$ cat config.mk
export PLATFORM = sky130hd
export DESIGN_NAME = jrx_sync_status
export DESIGN_NICKNAME = d
export VERILOG_FILES = /design/src/jrx_pkg.sv /design/src/jrx_lane_mux.sv /design/src/jrx_low_timer.sv /design/src/jrx_sync_status.sv
export SDC_FILE = /design/constraint.sdc
export NUM_CORES = 1
export LEC_CHECK = 0
export BUFFER_PORTS_ARGS = -buffer_cell sky130_fd_sc_hd__buf_4
export CAP_MARGIN = 20
export CORE_AREA = 2 2 326 328
export CTS_CLUSTER_DIAMETER = 200
export DETAILED_ROUTE_END_ITERATION = 8
export DIE_AREA = 0 0 328 330
export HOLD_SLACK_MARGIN = 0.05
export MAX_ROUTING_LAYER = met4
export PLACE_DENSITY = 0.59
export SETUP_SLACK_MARGIN = 0.3
export SYNTH_ARGS = -nofsm -noshare
export SYNTH_HDL_FRONTEND = slang
export SYNTH_HIERARCHICAL = 1
export SYNTH_SLANG_ARGS = --single-unit
$ cat constraint.sdc
create_clock -name pclk -period 3.1 [get_ports pclk]
set_clock_uncertainty 0.2 [all_clocks]
set_input_delay 0.465 -clock pclk [delete_from_list [all_inputs] [get_ports pclk]]
set_output_delay 0.465 -clock pclk [all_outputs]
set_load 0.05 [all_outputs]
$ cat src/jrx_pkg.sv
// Purpose: Shared constants for the receive lane status and sync control block
// Assumes: APB byte address is four times the register index
// Notes: All offsets, field positions, reset values and timing counts live here

package jrx_pkg;

    // ****************************************************************
    // Register indexes (byte address = index * 4)
    // ****************************************************************
    localparam logic [9:0] IDX_XBAR_0_1 = 10'h308;
    localparam logic [9:0] IDX_XBAR_2_3 = 10'h309;
    localparam logic [9:0] IDX_XBAR_4_5 = 10'h30A;
    localparam logic [9:0] IDX_XBAR_6_7 = 10'h30B;
    localparam logic [9:0] IDX_FIFO_FULL = 10'h30C;
    localparam logic [9:0] IDX_FIFO_EMPTY = 10'h30D;
    localparam logic [9:0] IDX_SYNC_MASK = 10'h311;
    localparam logic [9:0] IDX_SYNC_DUR = 10'h312;
    localparam logic [9:0] IDX_MF_PERIOD = 10'h313;
    localparam logic [9:0] IDX_TEST_EN = 10'h315;
    localparam logic [9:0] IDX_TEST_CTRL = 10'h316;
    localparam logic [9:0] IDX_IRQ_STATUS = 10'h320;
    localparam logic [9:0] IDX_IRQ_MASK = 10'h321;

    // ****************************************************************
    // Field positions
    // ****************************************************************
    localparam int FRAME_MASK_BIT = 0;
    localparam int MF_MASK_BIT = 2;
    localparam int ERR_DUR_LSB = 4;
    localparam int SYNC_DUR_LSB = 0;
    localparam int LANE_SEL_LSB = 4;
    localparam int XBAR_ODD_LSB = 3;
    localparam int TEST_EN_BIT = 0;

    // Interrupt status bits
    localparam int IRQ_FRAME_LOSS = 0;
    localparam int IRQ_MF_LOSS = 1;
    localparam int IRQ_ERR_REPORT = 2;
    localparam int IRQ_FIFO_FULL = 3;

    // ****************************************************************
    // Reset values
    // ****************************************************************
    localparam logic [23:0] XBAR_RST = 24'hFA_C688;
    localparam logic [7:0] REG_RST = 8'h00;

    // ****************************************************************
    // Timing counts (octets and processing-clock cycles)
    // ****************************************************************
    localparam logic [8:0] OCTETS_PER_PCLK = 9'h004;
    localparam logic [8:0] SYNC_BASE_FRAMES = 9'h005;
    localparam logic [8:0] SYNC_EXTRA_OCTETS = 9'h009;
    localparam logic [7:0] ERR_BASE_CYCLES = 8'h01;
    localparam logic [7:0] PERIOD_MAX = 8'hFF;

endpackage

$ cat src/jrx_lane_mux.sv
// Purpose: Registered eight-way word selector
// Assumes: Select code n picks input word n
// Notes: Used for the lane crossbar and the error count report

`timescale 1ns/100ps
`default_nettype none

module jrx_lane_mux #(
    parameter int W = 32
) (
    input wire logic pclk,
    input wire logic presetn,
    input wire logic [2:0] sel,
    input wire logic [8*W-1:0] din,
    output logic [W-1:0] dout
);

    typedef struct packed {
        logic [W-1:0] q;
    } jrx_mux_state_t;

    jrx_mux_state_t st;
    jrx_mux_state_t next_st;

    // Pick the word named by the code
    always_comb begin
        next_st = st;
        next_st.q = din[sel*W +: W];
    end

    // Register the choice so the output is a clean flop
    always_ff @(posedge pclk or negedge presetn) begin
        if (!presetn) begin
            st <= '0;
        end else begin
            st <= next_st;
        end
    end

    assign dout = st.q;

    AST_MUX_PICK: assert property (@(posedge pclk) disable iff (!presetn)
        1'b1 |=> dout == $past(din[sel*W +: W]))
        else $error("Selector output does not follow its code");

endmodule

`default_nettype wire

$ cat src/jrx_low_timer.sv
// Purpose: Holds a level for a loaded number of cycles
// Assumes: Load value is at least one
// Notes: A new start restarts the count

`timescale 1ns/100ps
`default_nettype none

module jrx_low_timer (
    input wire logic pclk,
    input wire logic presetn,
    input wire logic start,
    input wire logic [7:0] cycles,
    output logic active
);

    typedef struct packed {
        logic busy;
        logic [7:0] left;
    } jrx_timer_state_t;

    jrx_timer_state_t st;
    jrx_timer_state_t next_st;

    // Load on start, then count down to idle
    always_comb begin
        next_st = st;
        if (start) begin
            next_st.busy = 1'b1;
            next_st.left = cycles - 8'h01;
        end else if (st.busy) begin
            if (st.left == 8'h00) begin
                next_st.busy = 1'b0;
            end else begin
                next_st.left = st.left - 8'h01;
            end
        end
    end

    // State register
    always_ff @(posedge pclk or negedge presetn) begin
        if (!presetn) begin
            st <= '0;
        end else begin
            st <= next_st;
        end
    end

    assign active = st.busy;

endmodule

`default_nettype wire

$ cat src/jrx_sync_status.sv
// Purpose: Receive lane status, sync request generation and lane routing
// Assumes: APB slave, zero wait states, all inputs synchronous to pclk
// Notes: Status flags are live; sync low timing is counted in pclk cycles
//
// Operation
// Full flag byte: bit n shows receive FIFO of physical lane n full.
// Empty flag byte: bit n shows receive FIFO of physical lane n empty.
// Multiframe loss pulls sync output low only when its enable bit is set.
// Frame loss pulls sync output low only when its enable bit is set.
// Error report low time: base half cycle plus one cycle per step; the code uses a base of one whole cycle.
// Sync request low time: five frames plus nine octets, plus cycles per step.
// Report multiframe clock period as count of processing-clock cycles.
// Test enable one ungates bit error test clocks; zero gates them.
// Three-bit selector picks which lane error count is reported.
// Each logical lane takes one physical lane by code; default is own number.
// Full and empty bits are read live, unlatched, reads have no effect.

`timescale 1ns/100ps
`default_nettype none

module jrx_sync_status (
    input wire logic pclk,
    input wire logic presetn,
    input wire logic psel,
    input wire logic penable,
    input wire logic pwrite,
    input wire logic [11:0] paddr,
    input wire logic [31:0] pwdata,
    output logic [31:0] prdata,
    output logic pready,
    output logic pslverr,
    input wire logic [7:0] lane_fifo_full,
    input wire logic [7:0] lane_fifo_empty,
    input wire logic frame_align_loss,
    input wire logic multiframe_align_loss,
    input wire logic link_sync_request,
    input wire logic error_report,
    input wire logic [5:0] frame_octets,
    input wire logic lmfc_pulse,
    input wire logic [255:0] physical_serial_lane_input,
    output logic [255:0] logical_lane_data,
    input wire logic [191:0] lane_error_counts,
    output logic [23:0] selected_error_count,
    output logic bit_error_test_clock_enable,
    output logic sync_request_output_n,
    output logic irq
);

    // ****************************************************************
    // State
    // ****************************************************************
    typedef struct packed {
        logic [7:0] prdata;
        logic slverr;
        logic [2:0] mask_ctrl;
        logic [7:0] dur_ctrl;
        logic [7:0] period_cnt;
        logic [7:0] period;
        logic [7:0] test_en;
        logic [6:0] test_ctrl;
        logic [23:0] xbar;
        logic [3:0] irq_status;
        logic [3:0] irq_mask;
    } jrx_state_t;

    jrx_state_t st;
    jrx_state_t next_st;

    logic [9:0] idx;
    logic setup;
    logic wr;
    logic hit;
    logic [7:0] rd;
    logic sync_start;
    logic err_start;
    logic timer_start;
    logic timer_active;
    logic [7:0] sync_cycles;
    logic [7:0] err_cycles;
    logic [7:0] load_cycles;
    logic [8:0] sync_octets;
    logic [3:0] events;

    assign idx = paddr[11:2];
    assign setup = psel & ~penable;
    assign wr = psel & penable & pwrite;

    // ****************************************************************
    // Sync request timing
    // ****************************************************************

    // Five frames plus nine octets, rounded up to whole pclk cycles
    assign sync_octets = jrx_pkg::SYNC_BASE_FRAMES * {3'b000, frame_octets}
        + jrx_pkg::SYNC_EXTRA_OCTETS;
    assign sync_cycles = 8'((sync_octets + jrx_pkg::OCTETS_PER_PCLK - 9'h001) >> 2)
        + {4'h0, st.dur_ctrl[jrx_pkg::SYNC_DUR_LSB +: 4]};

    // Half a cycle cannot be made on one clock, so the base rounds up to one
    assign err_cycles = jrx_pkg::ERR_BASE_CYCLES
        + {4'h0, st.dur_ctrl[jrx_pkg::ERR_DUR_LSB +: 4]};

    // Loss events only count when their enable bit is set
    assign sync_start = (frame_align_loss & st.mask_ctrl[jrx_pkg::FRAME_MASK_BIT])
        | (multiframe_align_loss & st.mask_ctrl[jrx_pkg::MF_MASK_BIT])
        | link_sync_request;

    // An error report never cuts short a pulse already running
    assign err_start = error_report & ~sync_start & ~timer_active;
    assign timer_start = sync_start | err_start;
    assign load_cycles = sync_start ? sync_cycles : err_cycles;

    jrx_low_timer u_low_timer (
        .pclk(pclk),
        .presetn(presetn),
        .start(timer_start),
        .cycles(load_cycles),
        .active(timer_active)
    );

    // Active low request pin toward the transmitter
    assign sync_request_output_n = ~timer_active;

    // ****************************************************************
    // Lane crossbar and error count report
    // ****************************************************************

    // One selector per logical lane
    genvar g;
    generate
        for (g = 0; g < 8; g++) begin : g_xbar
            jrx_lane_mux #(.W(32)) u_lane_mux (
                .pclk(pclk),
                .presetn(presetn),
                .sel(st.xbar[3*g +: 3]),
                .din(physical_serial_lane_input),
                .dout(logical_lane_data[32*g +: 32])
            );
        end
    endgenerate

    // Error count of the lane named by the selector
    jrx_lane_mux #(.W(24)) u_err_mux (
        .pclk(pclk),
        .presetn(presetn),
        .sel(st.test_ctrl[jrx_pkg::LANE_SEL_LSB +: 3]),
        .din(lane_error_counts),
        .dout(selected_error_count)
    );

    // Clock gate control for the bit error test logic
    assign bit_error_test_clock_enable = st.test_en[jrx_pkg::TEST_EN_BIT];

    // ****************************************************************
    // Register read decode
    // ****************************************************************

    // Status bytes come straight from the FIFOs, so a read never disturbs them
    always_comb begin
        hit = 1'b1;
        rd = 8'h00;
        case (idx)
            jrx_pkg::IDX_XBAR_0_1: rd = {2'b00, st.xbar[5:0]};
            jrx_pkg::IDX_XBAR_2_3: rd = {2'b00, st.xbar[11:6]};
            jrx_pkg::IDX_XBAR_4_5: rd = {2'b00, st.xbar[17:12]};
            jrx_pkg::IDX_XBAR_6_7: rd = {2'b00, st.xbar[23:18]};
            jrx_pkg::IDX_FIFO_FULL: rd = lane_fifo_full;
            jrx_pkg::IDX_FIFO_EMPTY: rd = lane_fifo_empty;
            jrx_pkg::IDX_SYNC_MASK: rd = {5'h00, st.mask_ctrl};
            jrx_pkg::IDX_SYNC_DUR: rd = st.dur_ctrl;
            jrx_pkg::IDX_MF_PERIOD: rd = st.period;
            jrx_pkg::IDX_TEST_EN: rd = st.test_en;
            jrx_pkg::IDX_TEST_CTRL: rd = {1'b0, st.test_ctrl};
            jrx_pkg::IDX_IRQ_STATUS: rd = {4'h0, st.irq_status};
            jrx_pkg::IDX_IRQ_MASK: rd = {4'h0, st.irq_mask};
            default: begin
                hit = 1'b0;
            end
        endcase
    end

    // Events that can raise the interrupt
    assign events = {|lane_fifo_full, err_start, multiframe_align_loss, frame_align_loss};

    // ****************************************************************
    // Next state
    // ****************************************************************
    always_comb begin
        next_st = st;

        // Read data is caught in the setup cycle so the access phase needs no wait
        if (setup) begin
            next_st.prdata = pwrite ? 8'h00 : rd;
            next_st.slverr = ~hit;
        end

        // Register writes take effect in the access phase
        if (wr && hit) begin
            case (idx)
                jrx_pkg::IDX_XBAR_0_1: next_st.xbar[5:0] = pwdata[5:0];
                jrx_pkg::IDX_XBAR_2_3: next_st.xbar[11:6] = pwdata[5:0];
                jrx_pkg::IDX_XBAR_4_5: next_st.xbar[17:12] = pwdata[5:0];
                jrx_pkg::IDX_XBAR_6_7: next_st.xbar[23:18] = pwdata[5:0];
                jrx_pkg::IDX_SYNC_MASK: next_st.mask_ctrl = pwdata[2:0];
                jrx_pkg::IDX_SYNC_DUR: next_st.dur_ctrl = pwdata[7:0];
                jrx_pkg::IDX_TEST_EN: next_st.test_en = pwdata[7:0];
                jrx_pkg::IDX_TEST_CTRL: next_st.test_ctrl = pwdata[6:0];
                jrx_pkg::IDX_IRQ_MASK: next_st.irq_mask = pwdata[3:0];
                default: begin
                end
            endcase
        end

        // Write one to clear; a new event in the same cycle wins
        if (wr && idx == jrx_pkg::IDX_IRQ_STATUS) begin
            next_st.irq_status = st.irq_status & ~pwdata[3:0];
        end
        next_st.irq_status = next_st.irq_status | events;

        // Period between multiframe ticks, saturating so a long gap reads full scale at the next tick
        if (lmfc_pulse) begin
            next_st.period = (st.period_cnt == jrx_pkg::PERIOD_MAX) ? jrx_pkg::PERIOD_MAX
                : st.period_cnt + 8'h01;
            next_st.period_cnt = 8'h00;
        end else if (st.period_cnt != jrx_pkg::PERIOD_MAX) begin
            next_st.period_cnt = st.period_cnt + 8'h01;
        end
    end

    // ****************************************************************
    // State register
    // ****************************************************************
    always_ff @(posedge pclk or negedge presetn) begin
        if (!presetn) begin
            st <= '0;
            st.xbar <= jrx_pkg::XBAR_RST;
            st.dur_ctrl <= jrx_pkg::REG_RST;
        end else begin
            st <= next_st;
        end
    end

    // ****************************************************************
    // Bus and interrupt outputs
    // ****************************************************************

    // Zero wait states; error only for unmapped addresses
    assign pready = 1'b1;
    assign pslverr = psel & penable & st.slverr;
    assign prdata = {24'h00_0000, st.prdata};

    // Level interrupt while any unmasked status bit is set
    assign irq = |(st.irq_status & st.irq_mask);

    // ****************************************************************
    // Checks
    // ****************************************************************

    AST_FULL_FLAGS: assert property (@(posedge pclk) disable iff (!presetn)
        (setup && !pwrite && idx == jrx_pkg::IDX_FIFO_FULL)
        |=> prdata[7:0] == $past(lane_fifo_full) && prdata[31:8] == 24'h00_0000)
        else $error("Full flag byte does not show the FIFO full inputs");

    AST_EMPTY_FLAGS: assert property (@(posedge pclk) disable iff (!presetn)
        (setup && !pwrite && idx == jrx_pkg::IDX_FIFO_EMPTY)
        |=> prdata[7:0] == $past(lane_fifo_empty))
        else $error("Empty flag byte does not show the FIFO empty inputs");

    AST_LIVE_READ: assert property (@(posedge pclk) disable iff (!presetn)
        (setup && !pwrite && idx == jrx_pkg::IDX_FIFO_FULL) ##3
        (setup && !pwrite && idx == jrx_pkg::IDX_FIFO_FULL)
        |=> prdata[7:0] == $past(lane_fifo_full))
        else $error("Repeated status read shows a stale value");

    AST_MF_SYNC: assert property (@(posedge pclk) disable iff (!presetn)
        (multiframe_align_loss && st.mask_ctrl[jrx_pkg::MF_MASK_BIT])
        |=> !sync_request_output_n)
        else $error("Enabled multiframe loss did not pull sync low");

    AST_FRAME_SYNC: assert property (@(posedge pclk) disable iff (!presetn)
        (frame_align_loss && st.mask_ctrl[jrx_pkg::FRAME_MASK_BIT])
        |=> !sync_request_output_n)
        else $error("Enabled frame loss did not pull sync low");

    AST_MASKED_QUIET: assert property (@(posedge pclk) disable iff (!presetn)
        (!timer_active && !link_sync_request && !error_report
        && !(frame_align_loss && st.mask_ctrl[jrx_pkg::FRAME_MASK_BIT])
        && !(multiframe_align_loss && st.mask_ctrl[jrx_pkg::MF_MASK_BIT]))
        |=> sync_request_output_n)
        else $error("Sync went low without an enabled cause");

    AST_ERR_DUR: assert property (@(posedge pclk) disable iff (!presetn)
        (err_start && st.dur_ctrl[7:4] == 4'h1) ##1 (!sync_start && !timer_start)[*2]
        |-> !sync_request_output_n ##1 sync_request_output_n)
        else $error("Error report low time is not two cycles for step one");

    AST_SYNC_DUR: assert property (@(posedge pclk) disable iff (!presetn)
        (sync_start && frame_octets == 6'h04 && st.dur_ctrl[3:0] == 4'h0)
        |=> (!sync_request_output_n)[*8])
        else $error("Sync request low time is shorter than eight cycles");

    AST_PERIOD: assert property (@(posedge pclk) disable iff (!presetn)
        lmfc_pulse ##1 (!lmfc_pulse)[*5] ##1 lmfc_pulse |=> st.period == 8'h06)
        else $error("Multiframe period not reported as six cycles");

    AST_TEST_EN: assert property (@(posedge pclk) disable iff (!presetn)
        (wr && idx == jrx_pkg::IDX_TEST_EN)
        |=> bit_error_test_clock_enable == $past(pwdata[0]))
        else $error("Test clock enable does not follow the written value");

    AST_ERR_SEL: assert property (@(posedge pclk) disable iff (!presetn)
        st.test_ctrl[6:4] == 3'h2 |=> selected_error_count == $past(lane_error_counts[71:48]))
        else $error("Selector code two does not report lane two count");

endmodule

`default_nettype wire

==> flow_summary_export.csv, run 1 <==
group,metric,value,unit
status,status,"complete, but fails checks",
status,violations,"setup timing",
placed_design,gp_congestion,0.9265,
drt,postRouteAntennaNets,0,
placed_design,hpwlAfterDp,98.83,mm
logic_synthesis,netlist_area,31030,um^2
logic_synthesis,synth_cell_types,82,
timing,finalHoldViolCount,0,
hold_path,hp-start,"pwdata[1]",
layout,drive_gt1_share,61.00,%
critical_path,criticalPathCategory,"input pin to flop",
placed_design,placed_cells,3941,
critical_path,critPathMaxFanout,3,
floorplan,pin_count,841,
drt,drt-vias-per-instance,6.002,
flow_run,cap_viol_max_count,0,
clock_tree,cts_htree_levels,2,
hold_path,hold_end,"st[72]$_DFFE_PN0P_",
timing,fin_tns_setup,-0.6939,ns
critical_path,reg2reg_depth,11,
critical_path,crit_start,"frame_octets[0]",
critical_path,r2r_end,"u_low_timer/st[7]$_DFFE_PN0P_",
placed_design,dp_slack,-1.101,ns
critical_path,cp_data_arrival_time,3.62,ns
placed_design,io_buffer_count,789,
timing,setup_viol,3,
drt,dr.pass1.iters,5,
drt,drc_errors,0,
global_routing,grt_max_degree,59,
logic_synthesis,synth_sequential_area_ratio,30.05,%
floorplan,row_count,119,
floorplan,core_area,104700,um^2
drt,vias,24580,
layout,final_area,40870,um^2
hold_path,min_path_cells,2,
timing,rsz0062_at_grt,"yes",
clock_tree,ctsLongestPathBuffers,3,
timing,slew_headroom,38.05,%
timing,fmax,0.2968,GHz
drt,wirelength,136.3,mm
timing,timing.final.ws_setup,-0.2697,ns
clock_tree,worstSkewPairLatency,0.59,ns
logic_synthesis,avgSynthCellArea,16.80,um^2
timing,post-route-period-util,108.7,%
global_routing,grt_overflow,0,
logic_synthesis,ys.flop_type,"dfrtp_1",
global_routing,grt_pass1_vias,24780,
timing,holdWs,0.1013,ns
hold_path,hold_path.class,"input pin to flop",
placed_design,place_area,38720,um^2
power_and_ir_drop,p_sw,4.628,mW
drt,first_iter_violations,2475,
power_and_ir_drop,swShare,30.98,%
floorplan,die_w,328,um
critical_path,startpoint_type,"input pin",
layout,final_common_cell,"buf_4",
power_and_ir_drop,clock_power_share,40.7,%
layout,finish.net_count,3170,
logic_synthesis,syn_inst,1847,
clock_tree,root_buffer,"clkbuf_16",
clock_tree,clock-sinks,372,
layout,fin_cells,4095,
critical_path,end_kind,"flop",
power_and_ir_drop,power_frac_seq,35.3,%
global_routing,met2_usage,38.01,%
global_routing,grt_pass1_wl,187.8,mm
timing,tightestPinTransition,0.9292,ns
floorplan,die_area,108200,um^2
timing,finalMaxSlewViolations,0,
global_routing,top_usage_layer,"met2",
logic_synthesis,synthArstFlopShare,100.0,%
critical_path,rrSetupSlack,0.11,ns
logic_synthesis,synth-seq-cells,372,
critical_path,r2r-start,"st[63]$_DFFE_PN0P_",
global_routing,antenna_found_initial,36,
global_routing,grt.total_usage,24.88,%
logic_synthesis,synth-edff-count,0,
clock_tree,numCtsBuffers,48,
power_and_ir_drop,irDropWorstVdd,370.1,uV
drt,wire_per_inst,33.28,um
clock_tree,cts.clk_slew.worst_paths,0.06,ns
layout,fillerInstances,9637,
floorplan,die_y,330,um
timing,fin_crit,3.370,ns
floorplan,initial_core_util,29.64,%
power_and_ir_drop,power_density,365.6,nW/um^2
power_and_ir_drop,p_int,10.31,mW
clock_tree,cts_tree,"built",
global_routing,gr-usage-met3,8.660,%
critical_path,worst-endpoint-required,3.35,ns
global_routing,met1_usage,30.59,%
layout,final_cell_mix,"buf_4 (853), dfrtp_1 (346), mux2_2 (321), mux4_1 (320), mux4_2 (240)",
power_and_ir_drop,share_comb_of_total_power,24.1,%
power_and_ir_drop,p_leak,16.18,nW
logic_synthesis,synth_warnings,6,
layout,synthToLayoutAreaGrowth,31.71,%
layer usage:
layer | up-vias | wire length (um)
met5 | - | 0
met4 | 0 | 5117
met3 | 319 | 14660
met2 | 1555 | 63900
met1 | 13010 | 52610
li1 | 9697 | -
power by group through the flow:
stage	Sequential [mW]	Clock, mW	Combinational (mW)
final	5.27	6.08	3.59
after global routing	5.29	6.37	3.78
after CTS	5.27	6.20	3.55
after detailed placement	5.36	0	3.48
after global placement	5.35	0	3.40
after floorplan	5.95	0	1.24
worst max-delay path, stage by stage:
cell	delay (ns)
buf_6	0.07
inv_4	0.03
fa_1	0.54
inv_2	0.05
ha_4	0.15
fa_2	0.36
xor2_1	0.18
ha_1	0.29
inv_2	0.09
nor2_2	0.05
nor2_2	0.14
xnor2_1	0.14
o21ai_1	0.09
or4_4	0.55
nor4_4	0.17
xnor2_1	0.15
mux2i_1	0.09
what timing repair did:
| action | in CTS | in global routing |
|---|---|---|
| pin swaps | 14 | 8 |
| resized for setup | 14 | 12 |
| endpoints found under the setup margin | 5 | 6 |
| setup buffers | 5 | 3 |
| hold buffers | 16 | 0 |
| hold endpoints to repair | 132 | 0 |
| cloned | 0 | 0 |
synth_stat cells (14+ instances only):
cell type | n | area (um^2)
clkbuf_1 | 27 | 101.4
dfrtp_1 | 360 | 9009
a22oi_1 | 14 | 105.1
buf_6 | 57 | 641.9
buf_2 | 23 | 115.1
a21oi_1 | 22 | 110.1
nand2_1 | 33 | 123.9
ha_1 | 19 | 237.7
mux4_2 | 240 | 5405
inv_1 | 18 | 67.56
mux2_2 | 321 | 3615
nor2_1 | 29 | 108.9
buf_4 | 35 | 262.8
mux4_1 | 320 | 8408
buf_1 | 66 | 247.7
nand3_1 | 22 | 110.1
mux2i_1 | 25 | 250.2
logic make-up after synthesis:
family / count (synthesis) / synth area share (%)
mux: 921 / 57.68
other cells: 2 / 0.02421
flops: 372 / 30.05
buf+inv: 229 / 4.775
xor+xnor: 19 / 0.5364
compound gates: 106 / 2.420
fa+ha+maj: 22 / 0.9598
simple gates: 176 / 3.553
state kept, by name (all words and copies together) (netlist names):
signal,flops
st,74
u_low_timer/active,1
g_xbar.u_lane_mux/dout,256
prdata,8
u_err_mux/dout,24
bit_error_test_clock_enable,1
u_low_timer/st,8
cell type report:
type                       count  area (um^2)  share of cell area [%]
tap                         1391         1740                   4.259
inverter                      18        70.07                  0.1715
sequential                   372         9394                   22.99
timing repair buffer         915         7427                   18.17
clock buffer                  63         1348                   3.298
multi-input combinational   1269        20430                   50.00
clock inverter                27        352.8                  0.8634
antenna                       40        100.1                  0.2449
worst max-delay path by stage:
stage                                                to  slack, ns  depth (start not counted)
after detailed placement  u_low_timer/st[7]$_DFFE_PN0P_      -1.10                         15
after global placement    u_low_timer/st[7]$_DFFE_PN0P_      -1.09                         15
after global routing      u_low_timer/st[7]$_DFFE_PN0P_      -0.33                         17
final                     u_low_timer/st[7]$_DFFE_PN0P_      -0.27                         17
after CTS                 u_low_timer/st[7]$_DFFE_PN0P_      -0.19                         16
after floorplan           u_low_timer/st[7]$_DFFE_PN0P_      -0.83                         14
metrics by stage:
stage / power [mW] / utilization [%]
floorplan: 7.186 / -
global placement: 8.753 / 37.00
detailed placement: 8.833 / 37.00
CTS: 15.01 / 38.87
global route: 15.44 / 39.02
finish: 14.94 / 39.04
Note: power is estimated with default switching activity, not from simulation.
==> run 2: changes to the inputs <==
--- a/config.mk
+++ b/config.mk
@@ -6,8 +6,9 @@
 export NUM_CORES = 1
 export LEC_CHECK = 0
 export BUFFER_PORTS_ARGS = -buffer_cell sky130_fd_sc_hd__buf_4
-export CAP_MARGIN = 20
+export CAP_MARGIN = 5
 export CORE_AREA = 2 2 326 328
+export CTS_BUF_LIST = sky130_fd_sc_hd__clkbuf_8
 export CTS_CLUSTER_DIAMETER = 200
 export DETAILED_ROUTE_END_ITERATION = 8
 export DIE_AREA = 0 0 328 330
@@ -15,6 +16,7 @@
 export MAX_ROUTING_LAYER = met4
 export PLACE_DENSITY = 0.59
 export SETUP_SLACK_MARGIN = 0.3
+export SLEW_MARGIN = 20
 export SYNTH_ARGS = -nofsm -noshare
 export SYNTH_HDL_FRONTEND = slang
 export SYNTH_HIERARCHICAL = 1
==> run 2 against run 1 <==
Against the previous run: the run still ends with setup timing left; register-to-register slack better by 0.03 ns; clock power fell by 7.1%; routed wire length increased by 3.9%; sequential power is essentially flat; critical path depth decreased by 1; sequential share of layout area decreased by 2.3 points; final area rose by 11%; non-clock buffer count grew 468; via count is 8.4% higher; clock-buffer cell count increased by 29; largest cell class unchanged; largest power group unchanged; highest routed layer unchanged.
==> flow_summary_export.csv, run 2 (synthesis gave the netlist of run 1 again) <==
group,metric,value,unit
timing,finalHoldViolCount,0,
floorplan,row_count,119,
timing,timing.final.ws_setup,-0.2072,ns
placed_design,hpwlAfterDp,98.83,mm
power_and_ir_drop,p_leak,18.21,nW
drt,dr.pass1.iters,5,
power_and_ir_drop,clock_power_share,37.6,%
critical_path,cp_num_buf_inv,4,
timing,rsz0062_at_grt,"yes",
drt,wire_per_inst,30.72,um
global_routing,grt_pass1_wl,197.3,mm
drt,postRouteAntennaNets,0,
power_and_ir_drop,p_total,15.02,mW
drt,drt-vias-per-instance,5.780,
critical_path,cp_data_arrival_time,3.67,ns
drt,vias,26650,
status,violations,"setup timing",
critical_path,rrSetupSlack,0.14,ns
global_routing,grt_overflow,0,
clock_tree,root_buffer,"clkbuf_8",
timing,finalMaxSlewViolations,0,
critical_path,critPathMaxFanout,3,
power_and_ir_drop,p_int,10.27,mW
layout,largest_register_ffs,256,
drt,drc_errors,0,
timing,tightestPinTransition,0.9411,ns
global_routing,antenna_found_initial,41,
clock_tree,ctsLongestPathBuffers,3,
critical_path,cpLargestDelayFamily,"adder cells",
status,status,"complete, but fails checks",
critical_path,criticalPathCategory,"input pin to flop",
power_and_ir_drop,irDropWorstVdd,212.0,uV
layout,final_cell_mix,"buf_4 (870), dlygate4sd3_1 (469), dfrtp_1 (346), mux2_2 (321), mux4_1 (320)",
global_routing,grt_pass1_vias,27450,
global_routing,grt.total_usage,25.96,%
global_routing,grt_max_degree,59,
floorplan,initial_core_util,29.64,%
timing,fin_crit,3.307,ns
critical_path,end_kind,"flop",
clock_tree,worstSkewPairLatency,0.72,ns
floorplan,die_area,108200,um^2
critical_path,crit_slowest_cell,"fa_1",
drt,first_iter_violations,2600,
flow_run,cap_viol_max_count,0,
timing,post-route-period-util,106.7,%
timing,slew_headroom,37.26,%
power_and_ir_drop,power_frac_seq,35.1,%
clock_tree,cts.clk_slew.worst_paths,0.07,ns
floorplan,die_y,330,um
floorplan,core_area,104700,um^2
hold_path,hold_path.class,"input pin to asynchronous set/reset pin",
layout,final_common_cell,"buf_4",
clock_tree,cts_tree,"built",
floorplan,pin_count,841,
critical_path,max_stage_delay,0.56,ns
power_and_ir_drop,power_density,330.6,nW/um^2
critical_path,crit_chain,"buf_6 > inv_4 > fa_1 > inv_2 > ha_4 > fa_2 > ha_4 > buf_4 > a21oi_4 > o21bai_2 > a21o_1 > a21oi_1 > or4_4 > nor4_4 > xnor2_1 > mux2i_1",
critical_path,cp_common_cell,"ha_4",
power_and_ir_drop,swShare,31.63,%
critical_path,worst-endpoint-required,3.46,ns
drt,wirelength,141.7,mm
layout,fillerInstances,9313,
clock_tree,clock-sinks,372,
layout,finish.net_count,3663,
critical_path,startpoint_type,"input pin",
power_and_ir_drop,p_sw,4.753,mW
placed_design,io_buffer_count,789,
clock_tree,numCtsBuffers,73,
timing,setup_viol,3,
floorplan,die_w,328,um
timing,fmax,0.3024,GHz
placed_design,gp_congestion,0.9265,
power_and_ir_drop,share_comb_of_total_power,27.3,%
layout,drive_gt1_share,52.55,%
layout,synthToLayoutAreaGrowth,46.47,%
clock_tree,cts_htree_levels,3,
timing,holdWs,0.09459,ns
run 2: changes by cell type in the layout (fill, tap and decap cells not counted), sizes merged:
cell and delta:
clkinv +1, diode +2, clkbuf +29, inv +16, dlygate4sd3 +453, buf +15
run 2: final timing paths:
kind                                                 from                                 endpoint  cells after the start
setup / recovery                          frame_octets[0]            u_low_timer/st[7]$_DFFE_PN0P_                     16
hold / removal                                    presetn  g_xbar[7].u_lane_mux/dout[20]$_DFF_PN0_                      2
setup reg to reg                       st[63]$_DFFE_PN0P_            u_low_timer/st[7]$_DFFE_PN0P_                     11
hold reg to reg                        st[72]$_DFFE_PN0P_                       st[72]$_DFFE_PN0P_                      1
max in group asynchronous                         presetn                       st[58]$_DFFE_PN0P_                      4
min in group pclk          physical_serial_lane_input[19]  g_xbar[1].u_lane_mux/dout[19]$_DFF_PN0_                      3
run 2: cell type report:
class	count	area, um^2	share of cell area (%)
Clock inverter	44	372.9	0.8205
Tap cell	1391	1740	3.830
Multi-Input combinational cell	1269	20400	44.89
Timing Repair Buffer	1383	12090	26.61
Antenna cell	42	105.1	0.2313
Inverter	18	70.07	0.1542
Sequential cell	372	9394	20.67
Clock buffer	92	1266	2.786
run 2: per-layer routing:
metal  part of all wire, %  track usage, %
met4                   4.0           10.93
met2                    47           39.49
met3                    10           7.843
met5                     0               -
met1                    39           32.11
run 2: timing repair:
item                                    CTS  global route
hold buffers                            469             0
pin swaps                                11             9
endpoints found under the hold margin   631             0
endpoints found under the setup margin    4            41
buffers inserted                          4            19
gates resized for setup                   9             6
run 2: metrics by stage:
| step | setup TNS [ns] | std cells | util (%) | worst slack [ns] | instance area, um^2 |
|---|---|---|---|---|---|
| 2_1_floorplan | -1.849 | 1870 | - | -0.8254 | 31140 |
| 3_3_place_gp | -3.725 | 3941 | 37.00 | -1.095 | 38720 |
| 3_5_place_dp | -3.904 | 3941 | 37.00 | -1.101 | 38720 |
| 4_1_cts | -0.07947 | 4550 | 43.11 | -0.04675 | 45130 |
| 5_1_grt | -0.5789 | 4607 | 43.40 | -0.2470 | 45430 |
| 6_report | -0.4213 | 4611 | 43.41 | -0.2072 | 45440 |
run 2: power by group through the flow:
stage	Clock [mW]	Combinational, mW	Sequential, mW
after global placement	0	3.40	5.35
final	5.65	4.10	5.28
after global routing	6.01	4.29	5.29
after CTS	5.79	4.04	5.27
after floorplan	0	1.24	5.95
after detailed placement	0	3.48	5.36
